[config.mk]
export PLATFORM = sky130hd
export DESIGN_NAME = pie_top
export DESIGN_NICKNAME = d
export VERILOG_FILES = /design/src/include/pie_pkg.sv /design/src/verilog/pie_sync.sv /design/src/verilog/pie_top.sv
export VERILOG_INCLUDE_DIRS = /design/src /design/src/include
export SDC_FILE = /design/constraint.sdc
export NUM_CORES = 1
export LEC_CHECK = 0
export ABC_AREA = 1
export BUFFER_PORTS_ARGS = -buffer_cell sky130_fd_sc_hd__buf_4
export CORE_MARGIN = 3
export CORE_UTILIZATION = 46
export CTS_CLUSTER_DIAMETER = 60
export DETAILED_ROUTE_END_ITERATION = 12
export PLACE_DENSITY = 0.81
export RECOVER_POWER = 50
export SETUP_SLACK_MARGIN = 0.1
export SYNTH_ARGS = -nofsm -noshare
export SYNTH_HDL_FRONTEND = slang
export SYNTH_HIERARCHICAL = 1
export SYNTH_SLANG_ARGS = --single-unit
[constraint.sdc]
create_clock -name core_clk_i -period 1.4 [get_ports core_clk_i]
set_clock_uncertainty 0.15 [all_clocks]
set_input_delay 0.07 -clock core_clk_i [delete_from_list [all_inputs] [get_ports core_clk_i]]
set_output_delay 0.07 -clock core_clk_i [all_outputs]
set_load 0.01 [all_outputs]
[src/include/pie_defines.svh]
`ifndef PIE_DEFINES_SVH
`define PIE_DEFINES_SVH

// Register byte addresses
`define PIE_ADDR_ENABLE    8'h00
`define PIE_ADDR_CONTROL   8'h04
`define PIE_ADDR_FLAGS     8'h08
`define PIE_ADDR_STATUS    8'h0c
`define PIE_ADDR_MASK      8'h10
`define PIE_ADDR_REQUEST   8'h14

// Enable register bit positions
`define PIE_BIT_CONVERTER  6
`define PIE_BIT_CAPCMP     5
`define PIE_BIT_COMP_B     4
`define PIE_BIT_COMP_A     3
`define PIE_BIT_PERIOD     1
`define PIE_BIT_OVERFLOW   0

// Control register bit positions
`define PIE_BIT_GLOBAL     7
`define PIE_BIT_GROUP      6

// Writable masks
`define PIE_MASK_FULL      8'h7b
`define PIE_MASK_REDUCED   8'h19
`define PIE_MASK_CONTROL   8'hc0

// Reset values
`define PIE_RST_ENABLE     8'h00
`define PIE_RST_CONTROL    8'h00
`define PIE_RST_STATUS     2'h0
`define PIE_RST_MASK       2'h0

`endif

[src/include/pie_pkg.sv]
package pie_pkg;
    typedef logic [7:0] pie_byte_t;
    typedef enum logic [0:0] {
        PIE_IDLE = 1'b0,
        PIE_ACK  = 1'b1
    } pie_bus_state_t;
endpackage

[src/verilog/pie_sync.sv]
`timescale 1ns/1ns
module pie_sync #(
    parameter int WIDTH = 8
) (
    // Clock and reset
    input  wire logic             core_clk_i,
    input  wire logic             rst_i,
    // Data
    input  wire logic [WIDTH-1:0] async_i,
    output logic      [WIDTH-1:0] sync_o
);
    logic [WIDTH-1:0] stage_a;

    always_ff @(posedge core_clk_i) begin
        if (rst_i) begin
            stage_a <= '0;
            sync_o  <= '0;
        end else begin
            stage_a <= async_i;
            sync_o  <= stage_a;
        end
    end
endmodule

[src/verilog/pie_top.sv]
`timescale 1ns/1ns
`include "pie_defines.svh"
// Operation
// Peripheral requests blocked unless peripheral-group enable is set.
// Bit 6 enables the converter-complete interrupt.
// Bit 5 enables the capture/compare/PWM interrupt.
// Bit 4 enables the second comparator interrupt.
// Bit 3 enables the first comparator interrupt.
// Bit 1 enables the period-match timer interrupt.
// Bit 0 enables the first timer overflow interrupt.
// Reduced variant: bits 6, 5 and 1 absent, read zero.
// No request recognized unless the global enable is set.
// Bits 7 and 2 read zero, ignore writes; enables reset to zero.
// Request asserted when flag, its enable, group and global enables all set.
module pie_top #(
    parameter bit REDUCED = 1'b0
) (
    // Clock and reset
    input  wire logic        core_clk_i,
    input  wire logic        rst_i,
    // Wishbone slave
    input  wire logic        wb_cyc_i,
    input  wire logic        wb_stb_i,
    input  wire logic        wb_we_i,
    input  wire logic [7:0]  wb_adr_i,
    input  wire logic [3:0]  wb_sel_i,
    input  wire logic [31:0] wb_dat_i,
    output logic      [31:0] wb_dat_o,
    output logic             wb_ack_o,
    output logic             wb_err_o,
    // Peripheral flags from other clock domains
    input  wire logic [7:0]  periph_flag_i,
    // Interrupt outputs
    output logic             periph_irq_o,
    output logic             irq_o
);
    // ************************************************
    // Declarations
    // ************************************************
    pie_pkg::pie_byte_t       peripheral_irq_enable_1;
    pie_pkg::pie_byte_t       interrupt_control_reg;
    pie_pkg::pie_byte_t       flag_sync;
    pie_pkg::pie_byte_t       impl_mask;
    pie_pkg::pie_byte_t       gated;
    pie_pkg::pie_bus_state_t  bus_state;
    logic [1:0]               irq_status;
    logic [1:0]               irq_mask;
    logic [1:0]               irq_event;
    logic                     next_request;
    logic                     request_q;
    logic                     global_irq_enable;
    logic                     peripheral_group_enable;
    logic                     access;
    logic                     wr_lane0;
    logic                     hit;
    logic [31:0]              next_rdata;

    // ************************************************
    // Flag synchroniser
    // ************************************************
    pie_sync #(
        .WIDTH (8)
    ) u_sync (
        .core_clk_i (core_clk_i),
        .rst_i      (rst_i),
        .async_i    (periph_flag_i),
        .sync_o     (flag_sync)
    );

    // ************************************************
    // Request gating
    // ************************************************
    assign impl_mask = REDUCED ? `PIE_MASK_REDUCED : `PIE_MASK_FULL;
    assign global_irq_enable       = interrupt_control_reg[`PIE_BIT_GLOBAL];
    assign peripheral_group_enable = interrupt_control_reg[`PIE_BIT_GROUP];
    // Bits 6,5,4,3,1,0 each gate their own flag
    assign gated = flag_sync & peripheral_irq_enable_1 & impl_mask;

    always_comb begin
        next_request = 1'b0;
        if (global_irq_enable && peripheral_group_enable) begin
            next_request = |gated;
        end
    end

    always_ff @(posedge core_clk_i) begin
        if (rst_i) begin
            request_q <= 1'b0;
        end else begin
            request_q <= next_request;
        end
    end
    assign periph_irq_o = request_q;

    // ************************************************
    // Bus handshake
    // ************************************************
    assign access   = wb_cyc_i && wb_stb_i && (bus_state == pie_pkg::PIE_IDLE);
    assign wr_lane0 = access && wb_we_i && wb_sel_i[0];

    always_comb begin
        hit = 1'b1;
        if (wb_adr_i == `PIE_ADDR_ENABLE) begin
            next_rdata = {24'h000000, peripheral_irq_enable_1};
        end else if (wb_adr_i == `PIE_ADDR_CONTROL) begin
            next_rdata = {24'h000000, interrupt_control_reg};
        end else if (wb_adr_i == `PIE_ADDR_FLAGS) begin
            next_rdata = {24'h000000, flag_sync & impl_mask};
        end else if (wb_adr_i == `PIE_ADDR_STATUS) begin
            next_rdata = {30'h0, irq_status};
        end else if (wb_adr_i == `PIE_ADDR_MASK) begin
            next_rdata = {30'h0, irq_mask};
        end else if (wb_adr_i == `PIE_ADDR_REQUEST) begin
            next_rdata = {31'h0, request_q};
        end else begin
            hit        = 1'b0;
            next_rdata = 32'h00000000;
        end
    end

    always_ff @(posedge core_clk_i) begin
        if (rst_i) begin
            bus_state <= pie_pkg::PIE_IDLE;
            wb_ack_o  <= 1'b0;
            wb_err_o  <= 1'b0;
            wb_dat_o  <= 32'h00000000;
        end else begin
            case (bus_state)
                pie_pkg::PIE_IDLE: begin
                    if (access) begin
                        bus_state <= pie_pkg::PIE_ACK;
                        wb_ack_o  <= hit;
                        wb_err_o  <= !hit;
                        wb_dat_o  <= wb_we_i ? 32'h00000000 : next_rdata;
                    end
                end
                default: begin
                    bus_state <= pie_pkg::PIE_IDLE;
                    wb_ack_o  <= 1'b0;
                    wb_err_o  <= 1'b0;
                end
            endcase
        end
    end

    // ************************************************
    // Enable and control registers
    // ************************************************
    always_ff @(posedge core_clk_i) begin
        if (rst_i) begin
            peripheral_irq_enable_1 <= `PIE_RST_ENABLE;
        end else if (wr_lane0 && wb_adr_i == `PIE_ADDR_ENABLE) begin
            peripheral_irq_enable_1 <= wb_dat_i[7:0] & impl_mask;
        end
    end

    always_ff @(posedge core_clk_i) begin
        if (rst_i) begin
            interrupt_control_reg <= `PIE_RST_CONTROL;
        end else if (wr_lane0 && wb_adr_i == `PIE_ADDR_CONTROL) begin
            interrupt_control_reg <= wb_dat_i[7:0] & `PIE_MASK_CONTROL;
        end
    end

    // ************************************************
    // Sticky status and mask
    // ************************************************
    // Bit 0: request rises, bit 1: request falls
    assign irq_event = {request_q & ~next_request, ~request_q & next_request};

    always_ff @(posedge core_clk_i) begin
        if (rst_i) begin
            irq_status <= `PIE_RST_STATUS;
        end else if (wr_lane0 && wb_adr_i == `PIE_ADDR_STATUS) begin
            // Set wins over write-one-to-clear
            irq_status <= (irq_status & ~wb_dat_i[1:0]) | irq_event;
        end else begin
            irq_status <= irq_status | irq_event;
        end
    end

    always_ff @(posedge core_clk_i) begin
        if (rst_i) begin
            irq_mask <= `PIE_RST_MASK;
        end else if (wr_lane0 && wb_adr_i == `PIE_ADDR_MASK) begin
            irq_mask <= wb_dat_i[1:0];
        end
    end

    assign irq_o = |(irq_status & irq_mask);
endmodule

Word-level counts from Yosys, hierarchy flattened
Index checks and enable logic that the tools add are counted. W data, S select, Z words.

Flip-flop bits (word level): 62. Word-level logic and storage cells: 58.

Mux-type cells: 16. Reduce and logical (&&, ||, !) cells: 15. Equality and inequality tests: 5. Bitwise operators: 11.

Operators with widths (count): $mux W32 (2); $eq A8 B4 Y1 const B (2); $eq A8 B5 Y1 const B (2); $logic_and A1 B1 Y1 (9); $mux W1 (9); $eq A8 B3 Y1 const B (1); $logic_not A8 Y1 (1); $mux W8 (1); $and A7 B7 Y7 (1); $mux W7 (1); $mux W2 (3); $reduce_or A6 Y1 (1); $and A2 B2 Y2 (2); $or A2 B2 Y2 (2); $reduce_or A2 Y1 (2); $not A1 Y1 (3); $and A1 B1 Y1 (2); $not A2 Y2 (1); $reduce_and A2 Y1 (1); $logic_not A1 Y1 (1).

Longest topological paths before layout
Gate-level depths: netlist (run 1).

Depth after elaboration: 8. Depth in mapped cells: 9. Gate-level depth less buffers: 9.

Hierarchy
The synthesis (run 1) kept the hierarchy.

By module, submodules not included: pie_top (sequential area each 460.4 um^2, cells each 193, instances 1, area an instance 1412.6 um^2); pie_sync (sequential area each 320.3 um^2, cells each 50, instances 1, area an instance 474.2 um^2).

Least setup slack after synthesis (run 1)
Ideal clock, no wire load.

Path type: reg-to-reg. Start: reg bus_state. End: reg irq_status[1]. Setup slack: 155 ps. Stages on the path, launching flop included: 6. Clock period less this slack: 1245 ps. Required time: 1116 ps. Setup time: 134 ps. Data arrival time: 962 ps. Cells stage by stage: dfxtp_1 > nand3b_1 > nor2_4 > nand4_1 > o21ai_0 > a21oi_1.

Longest elaborated chain between the ends: 6.

RTL lines: start: declaration (line pie_top.sv:45) `pie_pkg::pie_bus_state_t bus_state;`; start signal: assignment (line pie_top.sv:123) `bus_state <= pie_pkg::PIE_IDLE;`; start signal: assignment (line pie_top.sv:131) `bus_state <= pie_pkg::PIE_ACK;`; start signal: assignment (line pie_top.sv:138) `bus_state <= pie_pkg::PIE_IDLE;`; $not A1 Y1; $logic_and A1 B1 Y1 (line pie_top.sv:98) `assign access = wb_cyc_i && wb_stb_i && (bus_state == pie_pkg::PIE_IDLE);`; $logic_and A1 B1 Y1 (2 in series) (line pie_top.sv:99) `assign wr_lane0 = access && wb_we_i && wb_sel_i[0];`; $logic_and A1 B1 Y1 (no source line); $mux W2 (line pie_top.sv:174) `` end else if (wr_lane0 && wb_adr_i == `PIE_ADDR_STATUS) begin ``; end signal: assignment (line pie_top.sv:173) `` irq_status <= `PIE_RST_STATUS; ``; end signal: assignment (line pie_top.sv:176) `irq_status <= (irq_status & ~wb_dat_i[1:0]) | irq_event;`; end signal: assignment (line pie_top.sv:178) `irq_status <= irq_status | irq_event;`; end: declaration (line pie_top.sv:46) `logic [1:0] irq_status;`.

No other way between the ends. A chain may end at the register's enable or synchronous reset.

Worst setup path after layout (run 1)
Start: reg bus_state. End: reg wb_dat_o[6].

Longest elaborated chain between the ends: 3.

RTL lines: $not A1 Y1 *; $logic_and A1 B1 Y1 (line pie_top.sv:98); $reduce_and A2 Y1 (no source line) *; end signal: assignment (line pie_top.sv:134) `wb_dat_o <= wb_we_i ? 32'h00000000 : next_rdata;`; end: declaration (line pie_top.sv:28) `output logic [31:0] wb_dat_o,`.

Mark *: on every way between the ends. The rest lies on a longest branch, timed or not.

==> flow_metrics.py, run 1 <==
metrics = {
    "synthesis": {
        "netlist_area_mm2": 0.001777,
        "postSynthAreaPerCell_um2": 7.691,
        "synth_warnings": 6,
        "netlist_instances": 231,
    },
    "pwr": {
        "p_sw_share_pct": 23.29,
        "powerDensity_mw_per_mm2": 929.4,
        "power.share.clock_pct": 41.6,
        "pwr-share-comb_pct": 10.9,
        "pwr-share-seq_pct": 47.5,
        "p_leak_nw": 1.077,
        "switchingPower_mw": 0.5021,
        "ir_drop_mv": 0.6993,
        "p_int_mw": 1.654,
    },
    "placed_design": {
        "placed_area_mm2": 0.002004,
        "dp_hpwl_um": 2464,
        "dp_cells": 312,
        "dpl_worst_slack_ps": -16.09,
        "io_buffers": 37,
        "gp_congestion": 0.8150,
    },
    "cells_and_area": {
        "largest_reg_flops": 7,
        "layout_common_cells": "41 x nand2_1, 39 x buf_4, 34 x dfxtp_1",
        "diodes": 0,
        "final_common_cell": "nand2_1",
        "final_core_util_pct": 65.88,
        "final_layout_size_suffix_gt1_share_pct": 32.07,
        "layout.nets": 346,
        "syn_to_final_growth_pct": 30.56,
        "final_area_mm2": 0.002320,
        "regMostFlops": "wb_dat_o",
        "fillers": 310,
        "final_cells": 336,
    },
    "routing": {
        "avgViaCountPerCell": 4.336,
        "dr.pass1.iters": 4,
        "vias": 1457,
        "wl_per_cell_um": 9.929,
        "drtIter0Drc": 78,
        "finalWirelength_um": 3336,
        "drc": 0,
        "ant_nets": 0,
    },
    "global_routing": {
        "grt_max_degree": 23,
        "grt_pass1_vias": 1343,
        "grt_antenna_before_repair": 0,
        "grt_pass1_wl_um": 5561,
        "grt.total_usage_pct": 16.30,
        "globalRouteOverflowTotal": 0,
    },
    "sta": {
        "slew_violations": 0,
        "max_freq_mhz": 714.2,
        "period_share_pct": 100.0,
        "grt_setup_unrepaired": "true",
        "setup_viol": 1,
        "hold_viol_final": 0,
        "final.min_clock_period_ps": 1400,
        "timing.final.ws_setup_ps": -0.08060,
    },
    "worst_hold_path": {
        "hold_path.class": "input port to flip-flop",
        "hold_path_startpoint": "wb_we_i",
        "holdPathEnd": "wb_dat_o[1]",
        "whs_path_depth": 5,
    },
    "worst_setup_path": {
        "r2r_cells": 6,
        "cp_top_family": "simple AND/OR/NAND/NOR gates",
        "worstSetupEndpointType": "flip-flop",
        "critical_path_class": "flip-flop to flip-flop",
        "cp.required_ps": 1470,
        "r2r_start": "bus_state",
        "cp.arrival_ps": 1470,
        "cp_max_fo": 7,
        "rr_endpoint": "wb_dat_o[6]",
        "worst-path-buf-inv": 2,
        "startpoint_type": "flip-flop",
        "cp_cell_sequence": "nand3b_1 > buf_4 > nor2_4 > buf_6 > nand3_2 > a21oi_1",
        "reg2reg_slack_ps": -0.08,
        "slowest_delay_ps": 320,
        "cpMaxStageDelayCell": "dfxtp_2",
    },
    "clocking": {
        "clock_tree.buffer_depth": 2,
        "clk_pin_slew_ps": 70,
        "cts.sinks": 35,
        "h-tree-depth": 2,
        "insertion_delay_ps": 290,
        "cts_buffers": 5,
        "cts_root_buf": "clkbuf_8",
        "cts_tree": "built",
    },
    "floorplan": {
        "die-height_um": 68.15,
        "die_area_mm2": 0.004644,
        "core_mm2": 0.003521,
        "ioPinCount": 93,
        "die_w_um": 68.15,
        "fp-row-count": 21,
        "initial_core_util_pct": 50.46,
    },
    "status": {
        "violations": "setup timing",
        "outcome": "finished with violations",
    },
    "run": {
        "cap_violations": 0,
    },
}
through the flow:
stage / setup TNS (ps) / power, mW / hold slack (ps)
3_5_place_dp: -25.44 / 1.243 / 125.2
6_report: -0.08060 / 2.156 / 27.95
4_1_cts: -38.28 / 2.186 / 12.51
5_1_grt: -929.3 / 2.260 / 37.45
2_1_floorplan: 0 / 1.217 / 3.687
3_3_place_gp: 0 / 1.240 / 121.0
power groups by stage:
stage	sequential [mW]	combinational (mW)	clock (mW)
3_3_place_gp	1.05	0.193	0
6_report	1.02	0.235	0.896
5_1_grt	1.03	0.263	0.970
2_1_floorplan	1.05	0.169	0
3_5_place_dp	1.05	0.195	0
4_1_cts	1.02	0.236	0.925
worst max path at each step:
stage	to	cells past startpoint	startpoint
floorplan	irq_status[1]	5	bus_state
global placement	irq_status[0]	5	bus_state
detailed placement	irq_status[1]	5	bus_state
CTS	irq_status[0]	5	bus_state
global route	wb_dat_o[1]	6	bus_state
finish	wb_dat_o[6]	6	bus_state
area by class of cell:
cell class | instances | area [um^2] | share of cell area, %
clock buffer | 5 | 68.82 | 2.967
timing repair buffer | 57 | 455.4 | 19.63
inverter | 35 | 141.4 | 6.095
multi-input combinational | 155 | 850.8 | 36.68
sequential | 35 | 701.9 | 30.26
tap | 46 | 57.56 | 2.481
clock inverter | 3 | 43.79 | 1.888
layer usage:
metal	track usage, %	routed length [um]
met2	27.08	1574
met5	0	0
met4	7.692	55
met3	6.240	236
met1	18.25	1469
repair_timing:
| item | in CTS | in global routing |
|---|---|---|
| gates resized for setup | 17 | 5 |
| endpoints found under the hold margin | 22 | 0 |
| setup endpoints to repair | 13 | 22 |
| hold buffers | 14 | 0 |
| buffers inserted | 2 | 0 |
| pin swaps | 17 | 1 |
tightest hold or removal path, stage by stage:
cell and delay [ps]:
buf_4 100, nor2_4 30, buf_6 130, nand2_2 50, a21oi_1 50
No activity file was read; power rests on OpenSTA's default activity.
==> inputs of run 2 (changes only) <==
Settings changed: CORE_UTILIZATION 46 to 40, PLACE_DENSITY 0.81 to 0.72.
==> flow_metrics.py, run 2 (synthesis gave the netlist of run 1 again) <==
metrics = {
    "cells_and_area": {
        "final_common_cell": "nand2_1",
        "multi_input_area_um2": 857.1,
        "final_layout_size_suffix_gt1_share_pct": 30.82,
        "largest_reg_flops": 7,
        "seqCellArea_um2": 701.9,
        "diodes": 0,
        "fillers": 397,
        "syn_to_final_growth_pct": 30.63,
        "layout_common_cells": "46 x nand2_1, 34 x dfxtp_1, 33 x buf_4",
        "regMostFlops": "wb_dat_o",
        "final_core_util_pct": 56.01,
        "layout.nets": 348,
    },
    "worst_hold_path": {
        "hold_path.class": "input port to flip-flop",
    },
    "clocking": {
        "cts_tree": "built",
        "cts_buffers": 5,
        "cts.sinks": 35,
        "clock_tree.buffer_depth": 2,
        "clk_pin_slew_ps": 70,
        "h-tree-depth": 2,
        "cts_root_buf": "clkbuf_8",
        "insertion_delay_ps": 280,
    },
    "worst_setup_path": {
        "cp_max_fo": 8,
        "startpoint_type": "flip-flop",
        "critical_path_class": "flip-flop to flip-flop",
        "cp.arrival_ps": 1450,
        "cp.required_ps": 1460,
        "worstSetupEndpointType": "flip-flop",
    },
    "sta": {
        "grt_setup_unrepaired": "true",
        "final.min_clock_period_ps": 1385,
        "setup_tns_ps": 0,
        "period_share_pct": 98.93,
        "slew_violations": 0,
        "hold_viol_final": 0,
        "setup_viol": 0,
        "max_freq_mhz": 722.0,
    },
    "placed_design": {
        "gp_congestion": 0.8090,
        "dp_hpwl_um": 2452,
        "io_buffers": 37,
    },
    "global_routing": {
        "globalRouteOverflowTotal": 0,
        "grt_pass1_wl_um": 5437,
        "grt_pass1_vias": 1298,
        "grt_max_degree": 29,
        "grt.total_usage_pct": 13.07,
        "grt_antenna_before_repair": 0,
    },
    "pwr": {
        "ir_drop_mv": 0.5978,
        "p_leak_nw": 1.045,
        "power_mw": 2.157,
        "powerDensity_mw_per_mm2": 929.3,
    },
    "routing": {
        "finalWirelength_um": 3347,
        "vias": 1452,
        "wl_per_cell_um": 9.787,
        "avgViaCountPerCell": 4.246,
        "ant_nets": 0,
        "top_layer": "met4",
        "dr.pass1.iters": 4,
        "route.met2.wl_um": 1510,
        "drtIter0Drc": 52,
        "wl_met1_um": 1597,
        "met3_length_um": 224,
        "drc": 0,
    },
    "floorplan": {
        "ioPinCount": 93,
        "fp-row-count": 23,
        "die_area_mm2": 0.005277,
        "core_mm2": 0.004144,
        "die_w_um": 72.65,
        "initial_core_util_pct": 42.87,
        "die-height_um": 72.65,
    },
    "status": {
        "outcome": "completed",
    },
    "run": {
        "cap_violations": 0,
    },
}
run 2: per-layer routing:
metal / track usage, % / vias to the layer above
li1: - / 784
met1: 16.24 / 620
met2: 21.04 / 46
met3: 5.096 / 2
met4: 3.689 / 0
met5: 0 / -
run 2: per-stage QoR:
step                instances  worst slack, ps  area, um^2  hold slack (ps)
CTS                       340            10.37        2290            55.34
finish                    342            15.04        2321            45.37
floorplan                 255            154.5        1867            3.687
detailed placement        317            7.174        2017            125.6
global route              342           -83.10        2321            48.30
global placement          317            8.253        2017            121.6
run 2: cell type report:
| class | count | share of cell area (%) |
|---|---|---|
| clock buffer | 5 | 2.965 |
| timing repair buffer | 59 | 19.30 |
| sequential | 35 | 30.24 |
| inverter | 35 | 5.984 |
| tap | 50 | 2.695 |
| clock inverter | 3 | 1.887 |
| multi-input combinational | 155 | 36.93 |
run 2: critical path, cell delays in order (launching register included):
cell	delay, ps
dfxtp_2	320
nand3b_1	230
nor2_4	200
nand2_4	140
clkinv_4	100
nor2_2	40
a211oi_2	130
run 2: final timing paths:
check,slack [ps],cells after the start,endpoint,start
min reg2reg,260,2,u_sync/sync_o[1],u_sync/stage_a[1]
min,50,5,wb_dat_o[3],wb_we_i
max,20,6,peripheral_irq_enable_1[0],bus_state
max reg2reg,20,6,peripheral_irq_enable_1[0],bus_state
run 2: what timing repair did:
item                                    in CTS  in global routing
hold buffers                                14                  0
endpoints found under the setup margin      13                 21
gates resized for setup                      7                 16
pin swaps                                    4                  4
endpoints found under the hold margin       21                  0
buffers inserted                             1                  2
run 2: where the power goes:
group / switching (mW) / leakage [nW] / internal, mW / total, mW
sequential: 0.00820 / 0.285 / 1.02 / 1.02
clock: 0.359 / 0.0581 / 0.529 / 0.888
combinational: 0.133 / 0.702 / 0.111 / 0.244
total: 0.500 / 1.05 / 1.66 / 2.16
==> inputs of run 3 (changes only) <==
Settings changed: RECOVER_POWER 50 to 25.
==> flow_metrics.py, run 3 (synthesis gave the netlist of run 1 again) <==
metrics = {
    "sta": {
        "period_share_pct": 98.93,
        "slew_violations": 0,
        "final.min_clock_period_ps": 1385,
        "grt_setup_unrepaired": "true",
        "hold_viol_final": 0,
        "hold_slack_ps": 45.37,
        "setup_viol": 0,
        "setup_tns_ps": 0,
        "max_freq_mhz": 722.0,
    },
    "placed_design": {
        "dp_hpwl_um": 2452,
        "io_buffers": 37,
        "dp_cells": 317,
        "gp_congestion": 0.8090,
    },
    "clocking": {
        "h-tree-depth": 2,
        "clk_pin_slew_ps": 70,
        "clock_tree.buffer_depth": 2,
        "cts_tree": "built",
        "insertion_delay_ps": 280,
        "cts_buffers": 5,
        "cts.sinks": 35,
        "cts_root_buf": "clkbuf_8",
    },
    "cells_and_area": {
        "multi_input_area_um2": 857.1,
        "diodes": 0,
        "syn_to_final_growth_pct": 31.27,
        "final_layout_size_suffix_gt1_share_pct": 31.85,
        "largest_reg_flops": 7,
        "final_common_cell": "nand2_1",
        "layout_common_cells": "46 x nand2_1, 36 x buf_4, 34 x dfxtp_1",
        "final_cells": 342,
        "fillers": 391,
        "layout.nets": 348,
        "seqCellArea_um2": 701.9,
        "regMostFlops": "wb_dat_o",
    },
    "worst_setup_path": {
        "cp.arrival_ps": 1450,
        "r2r_cells": 6,
        "cp.required_ps": 1460,
        "startpoint_type": "flip-flop",
        "reg2reg_slack_ps": 20,
        "critical_path_class": "flip-flop to flip-flop",
        "cp_max_fo": 8,
        "rr_endpoint": "peripheral_irq_enable_1[0]",
        "r2r_start": "bus_state",
        "worstSetupEndpointType": "flip-flop",
        "crit_start": "bus_state",
        "crit_path_end": "peripheral_irq_enable_1[0]",
    },
    "floorplan": {
        "fp-row-count": 23,
        "core_mm2": 0.004144,
        "die-height_um": 72.65,
        "die_w_um": 72.65,
        "ioPinCount": 93,
        "die_area_mm2": 0.005277,
        "initial_core_util_pct": 42.87,
    },
    "routing": {
        "wl_per_cell_um": 9.784,
        "ant_nets": 0,
        "avgViaCountPerCell": 4.237,
        "drtIter0Drc": 52,
        "vias": 1449,
        "drc": 0,
        "dr.pass1.iters": 4,
        "finalWirelength_um": 3346,
    },
    "pwr": {
        "p_leak_nw": 1.058,
        "ir_drop_mv": 0.5978,
        "powerDensity_mw_per_mm2": 925.5,
    },
    "run": {
        "cap_violations": 0,
    },
    "worst_hold_path": {
        "hold_path_startpoint": "wb_we_i",
        "hold_path.class": "input port to flip-flop",
    },
    "global_routing": {
        "grt_pass1_wl_um": 5437,
        "grt_antenna_before_repair": 0,
        "grt.total_usage_pct": 13.07,
        "globalRouteOverflowTotal": 0,
        "grt_max_degree": 29,
        "grt_pass1_vias": 1298,
    },
    "status": {
        "outcome": "completed",
    },
}
run 3: changes by cell type in the layout (fill, tap and decap cells not counted), sizes merged:
cell,delta
clkbuf,-3
buf,+3
run 3: cell type report:
cell class | count | share of cell area [%]
flip-flops and latches | 35 | 30.10
clock buffers | 5 | 2.951
clock inverters | 3 | 1.878
well taps | 50 | 2.682
repair buffers | 59 | 19.69
multi-input cells | 155 | 36.75
inverters | 35 | 5.955
run 3: worst min-delay path by stage:
stage	cells after the start	end
CTS	5	wb_dat_o[4]
finish	5	wb_dat_o[3]
detailed placement	3	u_sync/stage_a[4]
floorplan	1	bus_state
global placement	3	u_sync/stage_a[3]
global route	5	wb_dat_o[3]
run 3: routing by layer:
metal	global-route usage, %	part of all wire, %	up-vias
met3	5.096	6.6	2
met2	21.04	45	46
li1	-	-	784
met4	3.689	0.42	0
met5	0	0	-
met1	16.24	48	617
run 3: report_power, final:
group | leakage [nW] | switching (mW) | internal, mW
combinational | 0.714 | 0.133 | 0.112
sequential | 0.285 | 0.00823 | 1.02
clock | 0.0581 | 0.359 | 0.529
total | 1.06 | 0.500 | 1.66
run 3: repair_timing:
action | CTS | global route
hold buffers | 14 | 0
pin swaps | 4 | 4
resized for setup | 7 | 16
setup buffers | 1 | 2
hold endpoints to repair | 21 | 0
setup endpoints to repair | 13 | 21
cloned | 0 | 0
run 3: through the flow:
step / power, mW / util (%) / area [um^2] / setup WS [ps]
2_1_floorplan: 1.217 / - / 1867 / 154.5
3_3_place_gp: 1.243 / 48.67 / 2017 / 8.253
3_5_place_dp: 1.245 / 48.67 / 2017 / 7.174
4_1_cts: 2.169 / 55.25 / 2290 / 10.37
5_1_grt: 2.258 / 56.28 / 2332 / -83.10
6_report: 2.158 / 56.28 / 2332 / 15.02
run 3: worst max-delay path, cell delays in order (launching register included):
cell and delay (ps):
dfxtp_2 320, nand3b_1 230, nor2_4 200, nand2_4 140, clkinv_4 100, nor2_2 40, a211oi_2 130
